$ cat config.mk
export PLATFORM = sky130hd
export DESIGN_NAME = crb_core
export DESIGN_NICKNAME = d
export VERILOG_FILES = /design/src/crb_pkg.sv /design/src/crb_flag_if.sv /design/src/crb_core.sv /design/src/crb_flag_unit.sv
export VERILOG_INCLUDE_DIRS = /design/src
export SDC_FILE = /design/constraint.sdc
export NUM_CORES = 1
export LEC_CHECK = 0
export CAP_MARGIN = 20
export CORE_MARGIN = 1
export CORE_UTILIZATION = 45
export DETAILED_ROUTE_END_ITERATION = 10
export DONT_BUFFER_PORTS = 1
export MAX_ROUTING_LAYER = met4
export SETUP_SLACK_MARGIN = 0.05
export SYNTH_ARGS = -nofsm -noshare
export SYNTH_HDL_FRONTEND = slang
export SYNTH_SLANG_ARGS = --single-unit
$ cat constraint.sdc
create_clock -name clock -period 2.2 [get_ports clock]
set_input_delay 0.33 -clock clock [delete_from_list [all_inputs] [get_ports clock]]
set_output_delay 0.33 -clock clock [all_outputs]
set_load 0.01 [all_outputs]
$ cat src/crb_cfg.svh
// constants for the cpu status and register bank block
// Functional notes
// - one 64 Kbyte space, I/O lowest, data above
// - program area and vectors at top of space
// - 16-bit program counter, reset value fffd
// - 16-bit accumulators; 8-bit ops use low byte
// - pointers and accumulators not reset
// - status word: bank select high, flags low
// - bank address is 0000000 1 bank opcode
// - eight registers per bank, 32 banks
// - nibble flag is carry between bits 3, 4
// - interrupt enable flag, cleared by reset
// - priority floor admits higher levels, resets 11
// - sign flag follows result msb
// - zero flag set on zero result
// - overflow flag on signed range overflow
// - carry from bit 7; shifts load shifted bit
`ifndef CRB_CFG_SVH
`define CRB_CFG_SVH
// register byte offsets on the bus
`define CRB_OFF_PC     8'h00
`define CRB_OFF_SUM    8'h04
`define CRB_OFF_SECOND 8'h08
`define CRB_OFF_OFFSET 8'h0c
`define CRB_OFF_MEMPTR 8'h10
`define CRB_OFF_STACK  8'h14
`define CRB_OFF_STATUS 8'h18
// reset values
`define CRB_RESET_PC    16'hfffd
`define CRB_RESET_IEN   1'h0
`define CRB_RESET_FLOOR 2'h3
// condition flag bit positions in the low byte
`define CRB_BIT_C   0
`define CRB_BIT_V   1
`define CRB_BIT_Z   2
`define CRB_BIT_N   3
`define CRB_BIT_IL0 4
`define CRB_BIT_IL1 5
`define CRB_BIT_I   6
`define CRB_BIT_H   7
// banked register address prefix above the bank field
`define CRB_GPR_PREFIX 8'h01
// memory map boundaries
`define CRB_IO_TOP 16'h007f
// bus responses
`define CRB_RESP_OKAY   2'h0
`define CRB_RESP_SLVERR 2'h2
`endif

$ cat src/crb_pkg.sv
// types shared by the cpu status and register bank block
package crb_pkg;
  // what the sequencer did in this cycle
  typedef enum logic [1:0] {
    crb_op_none, crb_op_arith, crb_op_transfer, crb_op_shift
  } crb_op_type;
  // register chosen by the sequencer write port
  typedef enum logic [2:0] {
    crb_sel_pc, crb_sel_sum, crb_sel_second, crb_sel_offset,
    crb_sel_memptr, crb_sel_stack, crb_sel_status
  } crb_reg_type;
  // memory area of an address
  typedef enum logic [1:0] {
    crb_area_io, crb_area_data, crb_area_program
  } crb_area_type;
endpackage

$ cat src/crb_flag_if.sv
// carrier between the register block and its flag unit
`timescale 1ns/1ps
`default_nettype none
interface crb_flag_if;
  import crb_pkg::*;
  crb_op_type op;
  logic       sub;
  logic [7:0] a;
  logic [7:0] b;
  logic [7:0] data;
  logic       shift_out;
  logic [7:0] result;
  logic       carry;
  logic       overflow;
  logic       zero;
  logic       sign;
  logic       nibble;
  logic       set_carry;
  logic       set_over;
  logic       set_nib;
  logic       set_nz;
  modport core (output op, sub, a, b, data, shift_out,
                input result, carry, overflow, zero, sign, nibble,
                input set_carry, set_over, set_nib, set_nz);
  modport unit (input op, sub, a, b, data, shift_out,
                output result, carry, overflow, zero, sign, nibble,
                output set_carry, set_over, set_nib, set_nz);
endinterface
`default_nettype wire

$ cat src/crb_core.sv
// dedicated cpu registers, status word, bank addressing, bus slave
`timescale 1ns/1ps
`default_nettype none
`include "crb_cfg.svh"
module crb_core #(
  parameter int        ADDR_W       = 8,
  parameter int        BANK_BITS    = 5,
  parameter logic [15:0] PROGRAM_BASE = 16'h8000
) (
  // clock and reset
  input  wire logic                clock,
  input  wire logic                rst,
  // axi4-lite write channels
  input  wire logic [ADDR_W-1:0]   s_axi_awaddr,
  input  wire logic                s_axi_awvalid,
  output logic                     s_axi_awready,
  input  wire logic [31:0]         s_axi_wdata,
  input  wire logic [3:0]          s_axi_wstrb,
  input  wire logic                s_axi_wvalid,
  output logic                     s_axi_wready,
  output logic [1:0]               s_axi_bresp,
  output logic                     s_axi_bvalid,
  input  wire logic                s_axi_bready,
  // axi4-lite read channels
  input  wire logic [ADDR_W-1:0]   s_axi_araddr,
  input  wire logic                s_axi_arvalid,
  output logic                     s_axi_arready,
  output logic [31:0]              s_axi_rdata,
  output logic [1:0]               s_axi_rresp,
  output logic                     s_axi_rvalid,
  input  wire logic                s_axi_rready,
  // sequencer register write port
  input  wire logic                core_write,
  input  wire crb_pkg::crb_reg_type core_sel,
  input  wire logic                core_byte,
  input  wire logic [15:0]         core_wdata,
  // program counter control
  input  wire logic                pc_load,
  input  wire logic                pc_step,
  input  wire logic [15:0]         pc_value,
  // alu result port
  input  wire crb_pkg::crb_op_type alu_op,
  input  wire logic                alu_sub,
  input  wire logic [7:0]          alu_a,
  input  wire logic [7:0]          alu_b,
  input  wire logic [7:0]          alu_data,
  input  wire logic                alu_shift_out,
  // banked register addressing
  input  wire logic [2:0]          opcode_low,
  output logic [15:0]              gpr_address,
  // interrupt gating
  input  wire logic                irq_request,
  input  wire logic [1:0]          irq_level,
  output logic                     irq_take,
  // memory area lookup
  input  wire logic [15:0]         probe_address,
  output crb_pkg::crb_area_type    probe_area,
  // register contents
  output logic [15:0]              program_counter,
  output logic [15:0]              working_sum,
  output logic [15:0]              second_operand,
  output logic [15:0]              offset_pointer,
  output logic [15:0]              memory_pointer,
  output logic [15:0]              stack_top,
  output logic [15:0]              cpu_status_word
);
  import crb_pkg::*;

  ////////////////////////////////////////////////////////////////////////
  // elaboration checks
  if (ADDR_W < 5 || ADDR_W > 32) begin
    $error("crb_core: address width out of range");
  end
  if (BANK_BITS < 1 || BANK_BITS > 5) begin
    $error("crb_core: bank field must be 1 to 5 bits");
  end
  if (PROGRAM_BASE <= `CRB_IO_TOP) begin
    $error("crb_core: program area overlaps the io area");
  end

  ////////////////////////////////////////////////////////////////////////
  // state
  logic [7:0]        bank_select;
  logic              irq_enable;
  logic [1:0]        priority_floor;
  logic              flag_carry;
  logic              flag_over;
  logic              flag_zero;
  logic              flag_sign;
  logic              flag_nibble;
  logic [7:0]        condition_flags;
  logic              aw_held;
  logic              w_held;
  logic [ADDR_W-1:0] aw_addr;
  logic [31:0]       w_data;
  logic [3:0]        w_strb;
  logic              wr_fire;
  logic              wr_hit;
  logic              rd_hit;
  logic [15:0]       rd_word;
  logic              alu_commit;

  crb_flag_if flag_bus ();

  // flag computation for the current alu result
  crb_flag_unit flag_unit (
    .flags (flag_bus.unit)
  );

  assign flag_bus.op        = alu_op;
  assign flag_bus.sub       = alu_sub;
  assign flag_bus.a         = alu_a;
  assign flag_bus.b         = alu_b;
  assign flag_bus.data      = alu_data;
  assign flag_bus.shift_out = alu_shift_out;
  // arithmetic writes its result into the low accumulator byte
  assign alu_commit = (alu_op == crb_op_arith);

  ////////////////////////////////////////////////////////////////////////
  // helpers

  // byte-lane merge of a bus word into a 16-bit register
  function automatic logic [15:0] lane_merge(input logic [15:0] old,
                                             input logic [31:0] data,
                                             input logic [3:0]  strb);
    logic [15:0] merged;
    merged = old;
    if (strb[0])
      merged[7:0] = data[7:0];
    if (strb[1])
      merged[15:8] = data[15:8];
    return merged;
  endfunction

  // one aligned word per register
  function automatic logic offset_known(input logic [ADDR_W-1:0] addr);
    logic [7:0] byte_addr;
    byte_addr = 8'(addr);
    return (byte_addr == `CRB_OFF_PC) || (byte_addr == `CRB_OFF_SUM) ||
           (byte_addr == `CRB_OFF_SECOND) ||
           (byte_addr == `CRB_OFF_OFFSET) ||
           (byte_addr == `CRB_OFF_MEMPTR) ||
           (byte_addr == `CRB_OFF_STACK) ||
           (byte_addr == `CRB_OFF_STATUS);
  endfunction

  // bus write strobe for one register
  function automatic logic bus_hits(input logic [7:0] off);
    return wr_fire && wr_hit && (8'(aw_addr) == off);
  endfunction

  // sequencer write strobe for one register
  function automatic logic core_hits(input crb_reg_type sel);
    return core_write && (core_sel == sel);
  endfunction

  ////////////////////////////////////////////////////////////////////////
  // axi4-lite write path

  assign s_axi_awready = !aw_held;
  assign s_axi_wready  = !w_held;
  assign wr_fire       = aw_held && w_held && !s_axi_bvalid;
  assign wr_hit        = offset_known(aw_addr) &&
                         (aw_addr[1:0] == 2'h0);

  // hold address and data until both have arrived
  always_ff @(posedge clock or posedge rst) begin
    if (rst) begin
      aw_held <= 1'b0;
      w_held  <= 1'b0;
      aw_addr <= '0;
      w_data  <= 32'h0000_0000;
      w_strb  <= 4'h0;
    end else begin
      if (s_axi_awvalid && !aw_held) begin
        aw_held <= 1'b1;
        aw_addr <= s_axi_awaddr;
      end else if (wr_fire) begin
        aw_held <= 1'b0;
      end
      if (s_axi_wvalid && !w_held) begin
        w_held <= 1'b1;
        w_data <= s_axi_wdata;
        w_strb <= s_axi_wstrb;
      end else if (wr_fire) begin
        w_held <= 1'b0;
      end
    end
  end

  // write response, slave error on an unmapped offset
  always_ff @(posedge clock or posedge rst) begin
    if (rst) begin
      s_axi_bvalid <= 1'b0;
      s_axi_bresp  <= `CRB_RESP_OKAY;
    end else if (wr_fire) begin
      s_axi_bvalid <= 1'b1;
      s_axi_bresp  <= wr_hit ? `CRB_RESP_OKAY : `CRB_RESP_SLVERR;
    end else if (s_axi_bready) begin
      s_axi_bvalid <= 1'b0;
    end
  end

  ////////////////////////////////////////////////////////////////////////
  // axi4-lite read path

  assign s_axi_arready = !s_axi_rvalid;
  assign rd_hit        = offset_known(s_axi_araddr) &&
                         (s_axi_araddr[1:0] == 2'h0);

  // register select for a read
  always_comb begin
    unique case (8'(s_axi_araddr))
      `CRB_OFF_PC:     rd_word = program_counter;
      `CRB_OFF_SUM:    rd_word = working_sum;
      `CRB_OFF_SECOND: rd_word = second_operand;
      `CRB_OFF_OFFSET: rd_word = offset_pointer;
      `CRB_OFF_MEMPTR: rd_word = memory_pointer;
      `CRB_OFF_STACK:  rd_word = stack_top;
      `CRB_OFF_STATUS: rd_word = cpu_status_word;
      default:         rd_word = 16'h0000;
    endcase
  end

  // read data and response, upper half reads zero
  always_ff @(posedge clock or posedge rst) begin
    if (rst) begin
      s_axi_rvalid <= 1'b0;
      s_axi_rresp  <= `CRB_RESP_OKAY;
      s_axi_rdata  <= 32'h0000_0000;
    end else if (s_axi_arvalid && !s_axi_rvalid) begin
      s_axi_rvalid <= 1'b1;
      s_axi_rresp  <= rd_hit ? `CRB_RESP_OKAY : `CRB_RESP_SLVERR;
      s_axi_rdata  <= rd_hit ? {16'h0000, rd_word} : 32'h0000_0000;
    end else if (s_axi_rready) begin
      s_axi_rvalid <= 1'b0;
    end
  end

  ////////////////////////////////////////////////////////////////////////
  // program counter

  // load beats step; sequencer beats the bus
  always_ff @(posedge clock or posedge rst) begin
    if (rst) begin
      program_counter <= `CRB_RESET_PC;
    end else if (pc_load) begin
      program_counter <= pc_value;
    end else if (pc_step) begin
      program_counter <= program_counter + 16'h0001;   // wraps at top
    end else if (core_hits(crb_sel_pc)) begin
      program_counter <= core_wdata;
    end else if (bus_hits(`CRB_OFF_PC)) begin
      program_counter <= lane_merge(program_counter, w_data, w_strb);
    end
  end

  ////////////////////////////////////////////////////////////////////////
  // accumulators, no reset so contents start undefined

  // working accumulator: alu result, then sequencer, then bus
  always_ff @(posedge clock) begin
    if (alu_commit) begin
      working_sum[7:0] <= flag_bus.result;
    end else if (core_hits(crb_sel_sum)) begin
      working_sum[7:0] <= core_wdata[7:0];
      if (!core_byte)
        working_sum[15:8] <= core_wdata[15:8];
    end else if (bus_hits(`CRB_OFF_SUM)) begin
      working_sum <= lane_merge(working_sum, w_data, w_strb);
    end
  end

  // second-operand accumulator
  always_ff @(posedge clock) begin
    if (core_hits(crb_sel_second)) begin
      second_operand[7:0] <= core_wdata[7:0];
      if (!core_byte)
        second_operand[15:8] <= core_wdata[15:8];
    end else if (bus_hits(`CRB_OFF_SECOND)) begin
      second_operand <= lane_merge(second_operand, w_data, w_strb);
    end
  end

  ////////////////////////////////////////////////////////////////////////
  // pointers, no reset so contents start undefined

  // index register
  always_ff @(posedge clock) begin
    if (core_hits(crb_sel_offset))
      offset_pointer <= core_wdata;
    else if (bus_hits(`CRB_OFF_OFFSET))
      offset_pointer <= lane_merge(offset_pointer, w_data, w_strb);
  end

  // memory pointer
  always_ff @(posedge clock) begin
    if (core_hits(crb_sel_memptr))
      memory_pointer <= core_wdata;
    else if (bus_hits(`CRB_OFF_MEMPTR))
      memory_pointer <= lane_merge(memory_pointer, w_data, w_strb);
  end

  // stack pointer
  always_ff @(posedge clock) begin
    if (core_hits(crb_sel_stack))
      stack_top <= core_wdata;
    else if (bus_hits(`CRB_OFF_STACK))
      stack_top <= lane_merge(stack_top, w_data, w_strb);
  end

  ////////////////////////////////////////////////////////////////////////
  // status word

  // bank select byte, undefined after reset
  always_ff @(posedge clock) begin
    if (core_hits(crb_sel_status))
      bank_select <= core_wdata[15:8];
    else if (bus_hits(`CRB_OFF_STATUS) && w_strb[1])
      bank_select <= w_data[15:8];
  end

  // interrupt control bits, defined by reset
  always_ff @(posedge clock or posedge rst) begin
    if (rst) begin
      irq_enable     <= `CRB_RESET_IEN;
      priority_floor <= `CRB_RESET_FLOOR;
    end else if (core_hits(crb_sel_status)) begin
      irq_enable     <= core_wdata[`CRB_BIT_I];
      priority_floor <= core_wdata[`CRB_BIT_IL1:`CRB_BIT_IL0];
    end else if (bus_hits(`CRB_OFF_STATUS) && w_strb[0]) begin
      irq_enable     <= w_data[`CRB_BIT_I];
      priority_floor <= w_data[`CRB_BIT_IL1:`CRB_BIT_IL0];
    end
  end

  // result flags: alu update beats any write in the same cycle
  always_ff @(posedge clock) begin
    if (alu_op != crb_op_none) begin
      if (flag_bus.set_carry)
        flag_carry <= flag_bus.carry;
      if (flag_bus.set_over)
        flag_over <= flag_bus.overflow;
      if (flag_bus.set_nib)
        flag_nibble <= flag_bus.nibble;
      if (flag_bus.set_nz) begin
        flag_zero <= flag_bus.zero;
        flag_sign <= flag_bus.sign;
      end
    end else if (core_hits(crb_sel_status)) begin
      flag_carry  <= core_wdata[`CRB_BIT_C];
      flag_over   <= core_wdata[`CRB_BIT_V];
      flag_zero   <= core_wdata[`CRB_BIT_Z];
      flag_sign   <= core_wdata[`CRB_BIT_N];
      flag_nibble <= core_wdata[`CRB_BIT_H];
    end else if (bus_hits(`CRB_OFF_STATUS) && w_strb[0]) begin
      flag_carry  <= w_data[`CRB_BIT_C];
      flag_over   <= w_data[`CRB_BIT_V];
      flag_zero   <= w_data[`CRB_BIT_Z];
      flag_sign   <= w_data[`CRB_BIT_N];
      flag_nibble <= w_data[`CRB_BIT_H];
    end
  end

  // assemble the condition flag byte
  always_comb begin
    condition_flags                               = 8'h00;
    condition_flags[`CRB_BIT_C]                   = flag_carry;
    condition_flags[`CRB_BIT_V]                   = flag_over;
    condition_flags[`CRB_BIT_Z]                   = flag_zero;
    condition_flags[`CRB_BIT_N]                   = flag_sign;
    condition_flags[`CRB_BIT_IL1:`CRB_BIT_IL0]    = priority_floor;
    condition_flags[`CRB_BIT_I]                   = irq_enable;
    condition_flags[`CRB_BIT_H]                   = flag_nibble;
  end

  assign cpu_status_word = {bank_select, condition_flags};

  ////////////////////////////////////////////////////////////////////////
  // banked register address and interrupt gate

  // fixed prefix, bank field, low opcode bits
  always_ff @(posedge clock or posedge rst) begin
    if (rst)
      gpr_address <= 16'h0000;
    else
      gpr_address <= {`CRB_GPR_PREFIX,
                      {(5-BANK_BITS){1'b0}},
                      bank_select[BANK_BITS-1:0],
                      opcode_low};
  end

  // admit only a level numerically below the floor
  always_ff @(posedge clock or posedge rst) begin
    if (rst)
      irq_take <= 1'b0;
    else
      irq_take <= irq_enable && irq_request &&
                  (irq_level < priority_floor);
  end

  ////////////////////////////////////////////////////////////////////////
  // memory area lookup over the single 64 Kbyte space

  // io lowest, data above it, program and vectors at the top
  always_ff @(posedge clock or posedge rst) begin
    if (rst)
      probe_area <= crb_area_io;
    else if (probe_address <= `CRB_IO_TOP)
      probe_area <= crb_area_io;
    else if (probe_address < PROGRAM_BASE)
      probe_area <= crb_area_data;
    else
      probe_area <= crb_area_program;
  end
endmodule // crb_core
`default_nettype wire

$ cat src/crb_flag_unit.sv
// condition flag computation for 8-bit results
`timescale 1ns/1ps
`default_nettype none
module crb_flag_unit (
  // flag request and answer
  crb_flag_if.unit flags
);
  import crb_pkg::*;
  logic [8:0] wide;
  logic [4:0] half;

  // add or subtract with carry out of bit 7 and bit 3
  always_comb begin
    if (flags.sub) begin
      wide = {1'b0, flags.a} - {1'b0, flags.b};
      half = {1'b0, flags.a[3:0]} - {1'b0, flags.b[3:0]};
    end else begin
      wide = {1'b0, flags.a} + {1'b0, flags.b};
      half = {1'b0, flags.a[3:0]} + {1'b0, flags.b[3:0]};
    end
  end

  // result and flag values per kind of operation
  always_comb begin
    flags.result    = flags.data;
    flags.nibble    = half[4];
    flags.overflow  = 1'b0;
    flags.carry     = flags.shift_out;
    flags.set_carry = 1'b0;
    flags.set_over  = 1'b0;
    flags.set_nib   = 1'b0;
    flags.set_nz    = 1'b0;
    unique case (flags.op)
      crb_op_none: begin
        flags.result = flags.data;
      end
      crb_op_arith: begin
        flags.result    = wide[7:0];
        flags.carry     = wide[8];
        flags.overflow  = flags.sub ?
          (flags.a[7] != flags.b[7]) && (wide[7] != flags.a[7]) :
          (flags.a[7] == flags.b[7]) && (wide[7] != flags.a[7]);
        flags.set_carry = 1'b1;
        flags.set_over  = 1'b1;
        flags.set_nib   = 1'b1;
        flags.set_nz    = 1'b1;
      end
      crb_op_transfer: begin
        flags.set_nz = 1'b1;
      end
      crb_op_shift: begin
        flags.set_carry = 1'b1;
        flags.set_nz    = 1'b1;
      end
    endcase
    flags.sign = flags.result[7];
    flags.zero = (flags.result == 8'h00);
  end
endmodule // crb_flag_unit
`default_nettype wire

==> results of run 1 <==
[metal layers]
layer | share of wire | routed length, um
met5 | 0 | 0
met4 | 0.019 | 553
met3 | 0.092 | 2740
met2 | 0.47 | 14000
met1 | 0.42 | 12500
[worst min path at each step]
stage / from / endpoint / slack, ns / depth (start not counted)
2_1_floorplan: opcode_low[0] / gpr_address[0]$_DFF_PP0_ / 0.36 / 0
3_3_place_gp: rst / s_axi_rdata[13]$_DFFE_PP0P_ / 0.18 / 1
3_5_place_dp: rst / gpr_address[0]$_DFF_PP0_ / 0.18 / 1
4_1_cts: s_axi_awvalid / aw_held$_DFFE_PP0P_ / 0.004 / 1
5_1_grt: s_axi_awvalid / aw_held$_DFFE_PP0P_ / 0.004 / 1
6_report: s_axi_awvalid / aw_held$_DFFE_PP0P_ / 0.01 / 1
[logic make-up after synthesis]
family | Yosys count | share of synthesized area
simple gates | 174 | 0.0923
fa+ha+maj | 12 | 0.0163
buf+inv | 105 | 0.0572
xor+xnor | 22 | 0.0199
mux | 163 | 0.199
compound gates | 179 | 0.120
flops | 172 | 0.494
other cells | 2 | 0.000775
[power groups by stage]
stage               Combinational [mW]  Clock (mW)  Sequential (mW)
detailed placement                2.62           0             5.15
floorplan                         2.11           0             4.76
finish                            2.75        3.02             5.12
CTS                               2.68        3.06             5.08
global placement                  2.53           0             5.11
global route                      3.00        3.18             5.18
[registers in the layout, indices dropped and copies added (netlist names), 2 cells and up]
register,flops
working_sum,16
aw_addr,8
w_data,16
w_strb,2
stack_top,16
probe_area,2
priority_floor,2
offset_pointer,16
program_counter,16
gpr_address,9
bank_select,8
s_axi_rdata,16
memory_pointer,16
second_operand,16
[cells in the final DEF (no fill, tap or decap), types with 7 or more instances in the layout]
master	n
edfxtp_1	93
buf_4	61
xnor2_1	16
a21oi_1	40
nor2b_1	16
nor2_1	35
conb_1	26
o21ai_0	39
mux2i_1	32
nor3_1	10
a22o_1	10
buf_6	7
mux2_2	118
mux4_2	12
clkbuf_16	18
o22ai_1	13
nand2b_1	9
ha_1	10
dfrtp_1	62
a211oi_1	20
inv_1	28
dlygate4sd3_1	8
nand3_1	10
dfstp_2	17
nand2_1	49
[final cells by class]
| cell class | instances | area [sq um] | area share |
|---|---|---|---|
| inverters | 31 | 133 | 0.0119 |
| well taps | 275 | 344 | 0.0309 |
| clock inverters | 14 | 144 | 0.0129 |
| flip-flops and latches | 172 | 4790 | 0.430 |
| multi-input cells | 576 | 4650 | 0.417 |
| repair buffers | 77 | 637 | 0.0571 |
| clock buffers | 18 | 450 | 0.0404 |
[critical path, stage by stage]
cell      delay [ns]
inv_2           0.04
ha_4            0.18
mux2_4          0.28
fa_2            0.55
inv_1           0.04
a2111o_1        0.34
or4_4           0.51
o31ai_4         0.21
[timing repair]
item | 4_1_cts | 5_1_grt
pin swaps | 4 | 10
buffers inserted | 4 | 5
setup endpoints to repair | 8 | 99
hold endpoints to repair | 20 | 0
hold buffers | 8 | 0
gates resized for setup | 7 | 35
==> flow_summary.toml, run 1 <==
[power_and_ir_drop]
powerDensity_nw_per_um2 = 976
finalPower_mw = 10.9
pwr-share-seq = 0.470
p_sw_mw = 3.56
ir_drop_mv = 0.597
pwr-share-clk = 0.277
switching_share = 0.327
combPwrFrac = 0.253
internal-power_mw = 7.32
p_leak_nw = 4.22

[yosys]
ys_seq_area_frac = 0.494
ys_ff_latch = 172
synth_edf_count = 93
syn_area_sq_um = 9690
synth_top_cell_area_share = 0.288
ys.flop_type = "edfxtp_1"
synth-async-reset-ratio = 0.459
synth_area_leader_cell = "edfxtp_1"
synth.most_common_cell = "mux2_2"
synth_cells = 829
netlist_top_cells_count = "mux2_2 (119), edfxtp_1 (93), dfrtp_1 (62), nand2_1 (49), o21ai_0 (49)"
ys_warn_count = 0
synth_area_leaders = "edfxtp_1 (29%), dfrtp_1 (16%), mux2_2 (14%)"
syn_avg_cell_area_sq_um = 11.7
synth_cell_type_count = 66

[routing]
routed_wirelength_um = 29700
via_per_inst = 5.98
vias = 6951
first_pass_iters = 4
drc = 0
wire_per_inst_um = 25.6
first_iter_violations = 433
drtAntennaViolNets = 0

[placement]
numPortBuffers = 0
place_inst = 1114
place_area_sq_um = 10200
preCtsSetupSlack_ns = -0.568
globalplace.congestion = 0.923
hpwl_um = 22500

[floorplan]
fp.dieH_um = 149
core_sq_um = 21100
ios = 320
die_w_um = 149
die_area_sq_um = 22100
start_util = 0.460
rows = 53

[clock_tree]
clockRootBuffer = "clkbuf_16"
cts_num_sinks = 172
clk_latency_ns = 0.44
cts_tree = "built"
h-tree-depth = 4
clkSlewWorstSetupHoldPaths_ns = 0.08
cts_buffers = 17
max-clock-path-buffers = 2

[grt]
met1_usage = 0.360
first_global_vias = 6747
top_usage_layer = "met2"
antenna_found_initial = 0
grt_usage = 0.277
met2_usage = 0.420
gr-total-overflow = 0
grt_pass1_wl_um = 43300
grt_max_degree = 47
use_met3 = 0.0789

[layout]
syn2layout_area_growth_pct = 15.0
layout.nets = 1035
fillers = 1852
fin_area_sq_um = 11100
fin_cells = 1163
postLayoutCoreUtil = 0.529
antenna_cells = 0
layout-drive-gt1-share = 0.333

[sta]
holdWs_ns = 0.0109
hold_violations = 0
worstMarginPinSlew_ns = 0.638
setup_tns_ns = -0.00533
finClkSkew_ns = 0.0156
period_share = 1.00
slew_violations = 0
setup_ws_ns = -0.00533
rsz0062_at_grt = "true"
fin_crit_ns = 2.21
slew_headroom = 0.574
setup_viol = 1
fmax_ghz = 0.453

[worst_setup_path]
rr_startpoint = "aw_addr[1]$_DFFE_PP0P_"
r2r_slack_ns = 0.04
crit_path_end_kind = "flop"
critPathCapture = "flag_zero$_DFFE_PP_"
crit_start = "alu_b[0]"
required_ns = 2.48
reg2regPathDepth = 6
cp.arrival_ns = 2.48
start_kind = "primary input"
path_max_fanout = 3
criticalPathCategory = "in -> reg"
reg2reg_to = "flag_over$_DFFE_PP_"

[status]
violations = "setup timing"
status = "finished with violations"

[flow_run]
drv_cap = 0

[min_path]
worstHoldPathType = "in -> reg"
Power figures use the tool's default switching activity.
==> run 2, diff against run 1 <==
GPL_TIMING_DRIVEN = 0   (was default)
==> run 2 against run 1 <==
The flow still finishes with violations (setup timing). Highest routed layer unchanged. Global-route usage up 1.1 points. Core utilization increased by 2.2 points. Critical path type is now reg -> reg. Clock skew shrank 0.0041 ns. Final area up 4.2%. Critical path depth decreased by 1. Wire length is 2.4% higher. Critical endpoint is now second_operand[15]$_DFFE_PP_. Via count up 2.4%.
==> flow_summary.toml, run 2 (same netlist as run 1, synthesis figures left out) <==
[clock_tree]
clockRootBuffer = "clkbuf_16"
h-tree-depth = 4
cts_num_sinks = 172
cts_tree = "built"
max-clock-path-buffers = 2
clk_latency_ns = 0.44
cts_buffers = 17
clkSlewWorstSetupHoldPaths_ns = 0.07

[worst_setup_path]
required_ns = 2.35
criticalPathCategory = "reg -> reg"
cp.arrival_ns = 2.40
path_max_fanout = 8
start_kind = "flop"
crit_path_end_kind = "flop"

[status]
status = "finished with violations"
violations = "setup timing"

[min_path]
worstHoldPathType = "in -> reg"

[layout]
final_cell_mix = "mux2_2 (118), edfxtp_1 (93), dfrtp_1 (62)"
layout-drive-gt1-share = 0.352
layout_commonest_cell = "mux2_2"
syn2layout_area_growth_pct = 19.8
fillers = 1852
fin_area_sq_um = 11600
postLayoutCoreUtil = 0.551
layout.nets = 1070
fin_cells = 1199

[grt]
grt_usage = 0.287
gr-total-overflow = 0
first_global_vias = 6777
grt_pass1_wl_um = 44500
grt_max_degree = 40
antenna_found_initial = 1

[floorplan]
die_area_sq_um = 22100
start_util = 0.460
fp.dieH_um = 149
core_sq_um = 21100
die_w_um = 149
ios = 320
rows = 53

[power_and_ir_drop]
p_leak_nw = 4.38
finalPower_mw = 11.0
ir_drop_mv = 0.603
powerDensity_nw_per_um2 = 948

[placement]
hpwl_um = 23100
place_inst = 1130
place_area_sq_um = 10200
numPortBuffers = 0
globalplace.congestion = 0.906

[routing]
first_pass_iters = 5
first_iter_violations = 609
routed_wirelength_um = 30500
wire_per_inst_um = 25.4
drc = 0
vias = 7121
via_per_inst = 5.94
drtAntennaViolNets = 0

[sta]
period_share = 1.02
fin_crit_ns = 2.25
hold_violations = 0
slew_violations = 0
finClkSkew_ns = 0.0116
fmax_ghz = 0.445
setup_ws_ns = -0.0464
worstMarginPinSlew_ns = 0.872
rsz0062_at_grt = "true"
slew_headroom = 0.416
setup_viol = 16

[flow_run]
drv_cap = 0
==> run 2: power by group <==
group          switching, mW  internal [mW]  leakage [nW]  total, mW
Clock                   1.42           1.60         0.282       3.03
Combinational           1.25           1.55          2.31       2.81
Sequential             0.988           4.20          1.79       5.18
==> run 2: routing by layer <==
| layer | vias to the layer above | track usage | share of wire |
|---|---|---|---|
| met5 | - | - | 0 |
| met4 | 0 | 0.0974 | 0.027 |
| met3 | 47 | 0.0719 | 0.094 |
| met2 | 347 | 0.439 | 0.47 |
| met1 | 3526 | 0.373 | 0.41 |
| li1 | 3201 | - | - |
==> run 2: path summary, 6_finish.rpt <==
check	start	to	slack, ns	cells past startpoint
min reg2reg	bank_select[4]$_DFFE_PP_	gpr_address[7]$_DFF_PP0_	0.49	0
max reg2reg	aw_addr[7]$_DFFE_PP0P_	second_operand[15]$_DFFE_PP_	-0.05	7
min in group asynchronous	rst	gpr_address[1]$_DFF_PP0_	0.39	2
max	aw_addr[7]$_DFFE_PP0P_	second_operand[15]$_DFFE_PP_	-0.05	7
min	irq_request	irq_take$_DFF_PP0_	0.02	2
max in group asynchronous	rst	program_counter[3]$_DFFE_PP1P_	0.97	4
==> run 2: layout make-up <==
type,count,area (sq um),share of cell area
Timing Repair Buffer,38,457,0.0393
Sequential cell,172,4790,0.412
Inverter,31,140,0.0121
Multi-Input combinational cell,576,4860,0.418
Clock inverter,15,153,0.0131
Tap cell,275,344,0.0296
Antenna cell,1,2.50,0.000215
Buffer,74,449,0.0387
Clock buffer,17,425,0.0366
==> run 2: through the flow <==
step                      setup slack, ns  hold WS, ns  TNS [ns]
after detailed placement           -0.717        0.257    -32.01
after global routing               -0.102       0.0250     -3.21
final                             -0.0464       0.0196    -0.499
after global placement             -0.723        0.361    -30.22
after floorplan                    -0.421        0.361    -0.849
after CTS                          0.0212       0.0135         0
==> run 2: critical path, cell delays in order (launching register included) <==
cell      delay, ns
dfrtp_1        0.38
or4_4          0.56
nor3_4         0.23
buf_12         0.15
nand3b_1       0.11
buf_4          0.17
o31ai_4        0.20
buf_12         0.16
==> run 2: what timing repair did <==
action | CTS | global route
setup buffers | 19 | 8
setup endpoints to repair | 98 | 121
gates resized for setup | 41 | 48
hold buffers | 9 | 0
hold endpoints to repair | 28 | 0
pin swaps | 21 | 27
==> run 3, diff against run 2 <==
BUFFER_PORTS_ARGS = -buffer_cell sky130_fd_sc_hd__buf_2   (was default)
DONT_BUFFER_PORTS = default   (was 1)
PLACE_DENSITY = 0.75   (was default)
==> run 3 against run 2 <==
Register-to-register slack improved by 0.02 ns. Final area increased by 11%. Clock skew increased by 0.00087 ns. Sequential cell count unchanged. Largest power group unchanged. Via count increased by 18%. Maximum frequency decreased by 5.4%. Largest cell class unchanged. The run still ends with setup timing left.
==> flow_summary.toml, run 3 (same netlist as run 1, synthesis figures left out) <==
[floorplan]
die_w_um = 149
fp.dieH_um = 149
rows = 53
core_sq_um = 21100
die_area_sq_um = 22100
ios = 320
start_util = 0.460

[grt]
first_global_vias = 7999
antenna_found_initial = 4
grt_max_degree = 42
grt_pass1_wl_um = 46600
grt_usage = 0.293
gr-total-overflow = 0

[status]
status = "finished with violations"
violations = "setup timing"

[sta]
finClkSkew_ns = 0.0124
hold_violations = 0
slew_violations = 0
setup_viol = 12
rsz0062_at_grt = "true"
setup_ws_ns = -0.175
fmax_ghz = 0.421
period_share = 1.08
worstMarginPinSlew_ns = 0.844
fin_crit_ns = 2.37
slew_headroom = 0.434

[layout]
layout-drive-gt1-share = 0.491
final_cell_mix = "buf_2 (276), mux2_2 (118), edfxtp_1 (93)"
fillers = 1733
fin_area_sq_um = 12800
layout_commonest_cell = "buf_2"
syn2layout_area_growth_pct = 32.4
fin_cells = 1458
layout.nets = 1326

[placement]
place_area_sq_um = 11500
numPortBuffers = 264
place_inst = 1394
hpwl_um = 23800
globalplace.congestion = 0.935

[worst_setup_path]
reg2regPathDepth = 7
required_ns = 2.47
slowest_stage = "fa_1"
rr_startpoint = "aw_addr[1]$_DFFE_PP0P_"
crit_chain = "buf_12 -> inv_12 -> ha_4 -> mux2_4 -> fa_1 -> inv_1 -> a2111o_1 -> or4_4 -> o31ai_4"
cp.depth = 9
cp.arrival_ns = 2.65
r2r_slack_ns = -0.03
crit_path_end_kind = "flop"
crit_start = "alu_b[1]"
path_max_fanout = 3
slowest_delay_ns = 0.53
path_buf_inv = 3
reg2reg_to = "second_operand[10]$_DFFE_PP_"
crit_family = "adder cells"
start_kind = "primary input"
criticalPathCategory = "in -> reg"

[flow_run]
drv_cap = 0

[routing]
vias = 8405
drtAntennaViolNets = 0
first_iter_violations = 723
via_per_inst = 5.76
first_pass_iters = 5
wire_per_inst_um = 22.1
routed_wirelength_um = 32200
drc = 0

[clock_tree]
h-tree-depth = 4
cts_num_sinks = 172
cts_buffers = 17
clk_latency_ns = 0.45
clockRootBuffer = "clkbuf_16"
max-clock-path-buffers = 2
cts_tree = "built"
clkSlewWorstSetupHoldPaths_ns = 0.07

[min_path]
hp-start = "probe_address[15]"
worstHoldPathType = "in -> reg"
hold-path-cell-count = 2
hold_end = "probe_area[0]$_DFF_PP0_"

[power_and_ir_drop]
ir_drop_mv = 0.668
p_leak_nw = 5.44
powerDensity_nw_per_um2 = 899
run 3: cell count changes in the layout (fill, tap and decap cells not counted), sizes merged:
cell / delta
buf: +260
clkbuf: +5
dlygate4sd3: -5
diode: +3
inv: -2
clkinv: -1
clkinvlp: -1
run 3: timing repair:
item | in CTS | in global routing
setup endpoints to repair | 100 | 109
gates resized for setup | 46 | 34
hold endpoints to repair | 12 | 0
pin swaps | 16 | 9
hold buffers | 4 | 0
buffers inserted | 16 | 9
run 3: where the power goes:
part           leakage [nW]  total [mW]  internal [mW]  switching, mW
registers              1.79        5.01           4.19          0.819
clock network         0.305        3.17           1.79           1.38
logic                  3.34        3.36           1.76           1.60
total                  5.44        11.5           7.74           3.80
run 3: how the worst max path moves through the flow:
stage | to | slack (ns)
2_1_floorplan | flag_zero$_DFFE_PP_ | -0.42
3_3_place_gp | flag_zero$_DFFE_PP_ | -0.87
3_5_place_dp | flag_zero$_DFFE_PP_ | -0.89
4_1_cts | flag_zero$_DFFE_PP_ | -0.13
5_1_grt | flag_zero$_DFFE_PP_ | -0.24
6_report | flag_zero$_DFFE_PP_ | -0.17
run 3: area by class of cell:
class	count	area [sq um]	share of cell area
Antenna cell	4	10.0	0.000780
Tap cell	275	344	0.0268
Timing Repair Buffer	295	1690	0.131
Inverter	31	135	0.0105
Sequential cell	172	4790	0.373
Multi-Input combinational cell	576	4810	0.375
Clock buffer	21	504	0.0393
Clock inverter	11	115	0.00897
Buffer	73	437	0.0340
run 3: metal layers:
layer | global-route usage | vias to the layer above | wire length, um
met5 | - | - | 0
met2 | 0.463 | 467 | 15700
met1 | 0.364 | 4124 | 12600
li1 | - | 3719 | -
met3 | 0.0566 | 95 | 2530
met4 | 0.139 | 0 | 1380
run 3: through the flow:
step | total power, mW | setup slack [ns] | utilization | hold slack [ns] | setup TNS (ns)
2_1_floorplan | 6.87 | -0.421 | - | 0.361 | -0.849
3_3_place_gp | 7.89 | -0.867 | 0.545 | 0.409 | -26.57
3_5_place_dp | 8.01 | -0.895 | 0.547 | 0.356 | -30.86
4_1_cts | 11.3 | -0.127 | 0.595 | 0.0284 | -0.217
5_1_grt | 12.0 | -0.235 | 0.609 | 0.0380 | -2.00
6_report | 11.5 | -0.175 | 0.609 | 0.0377 | -0.432
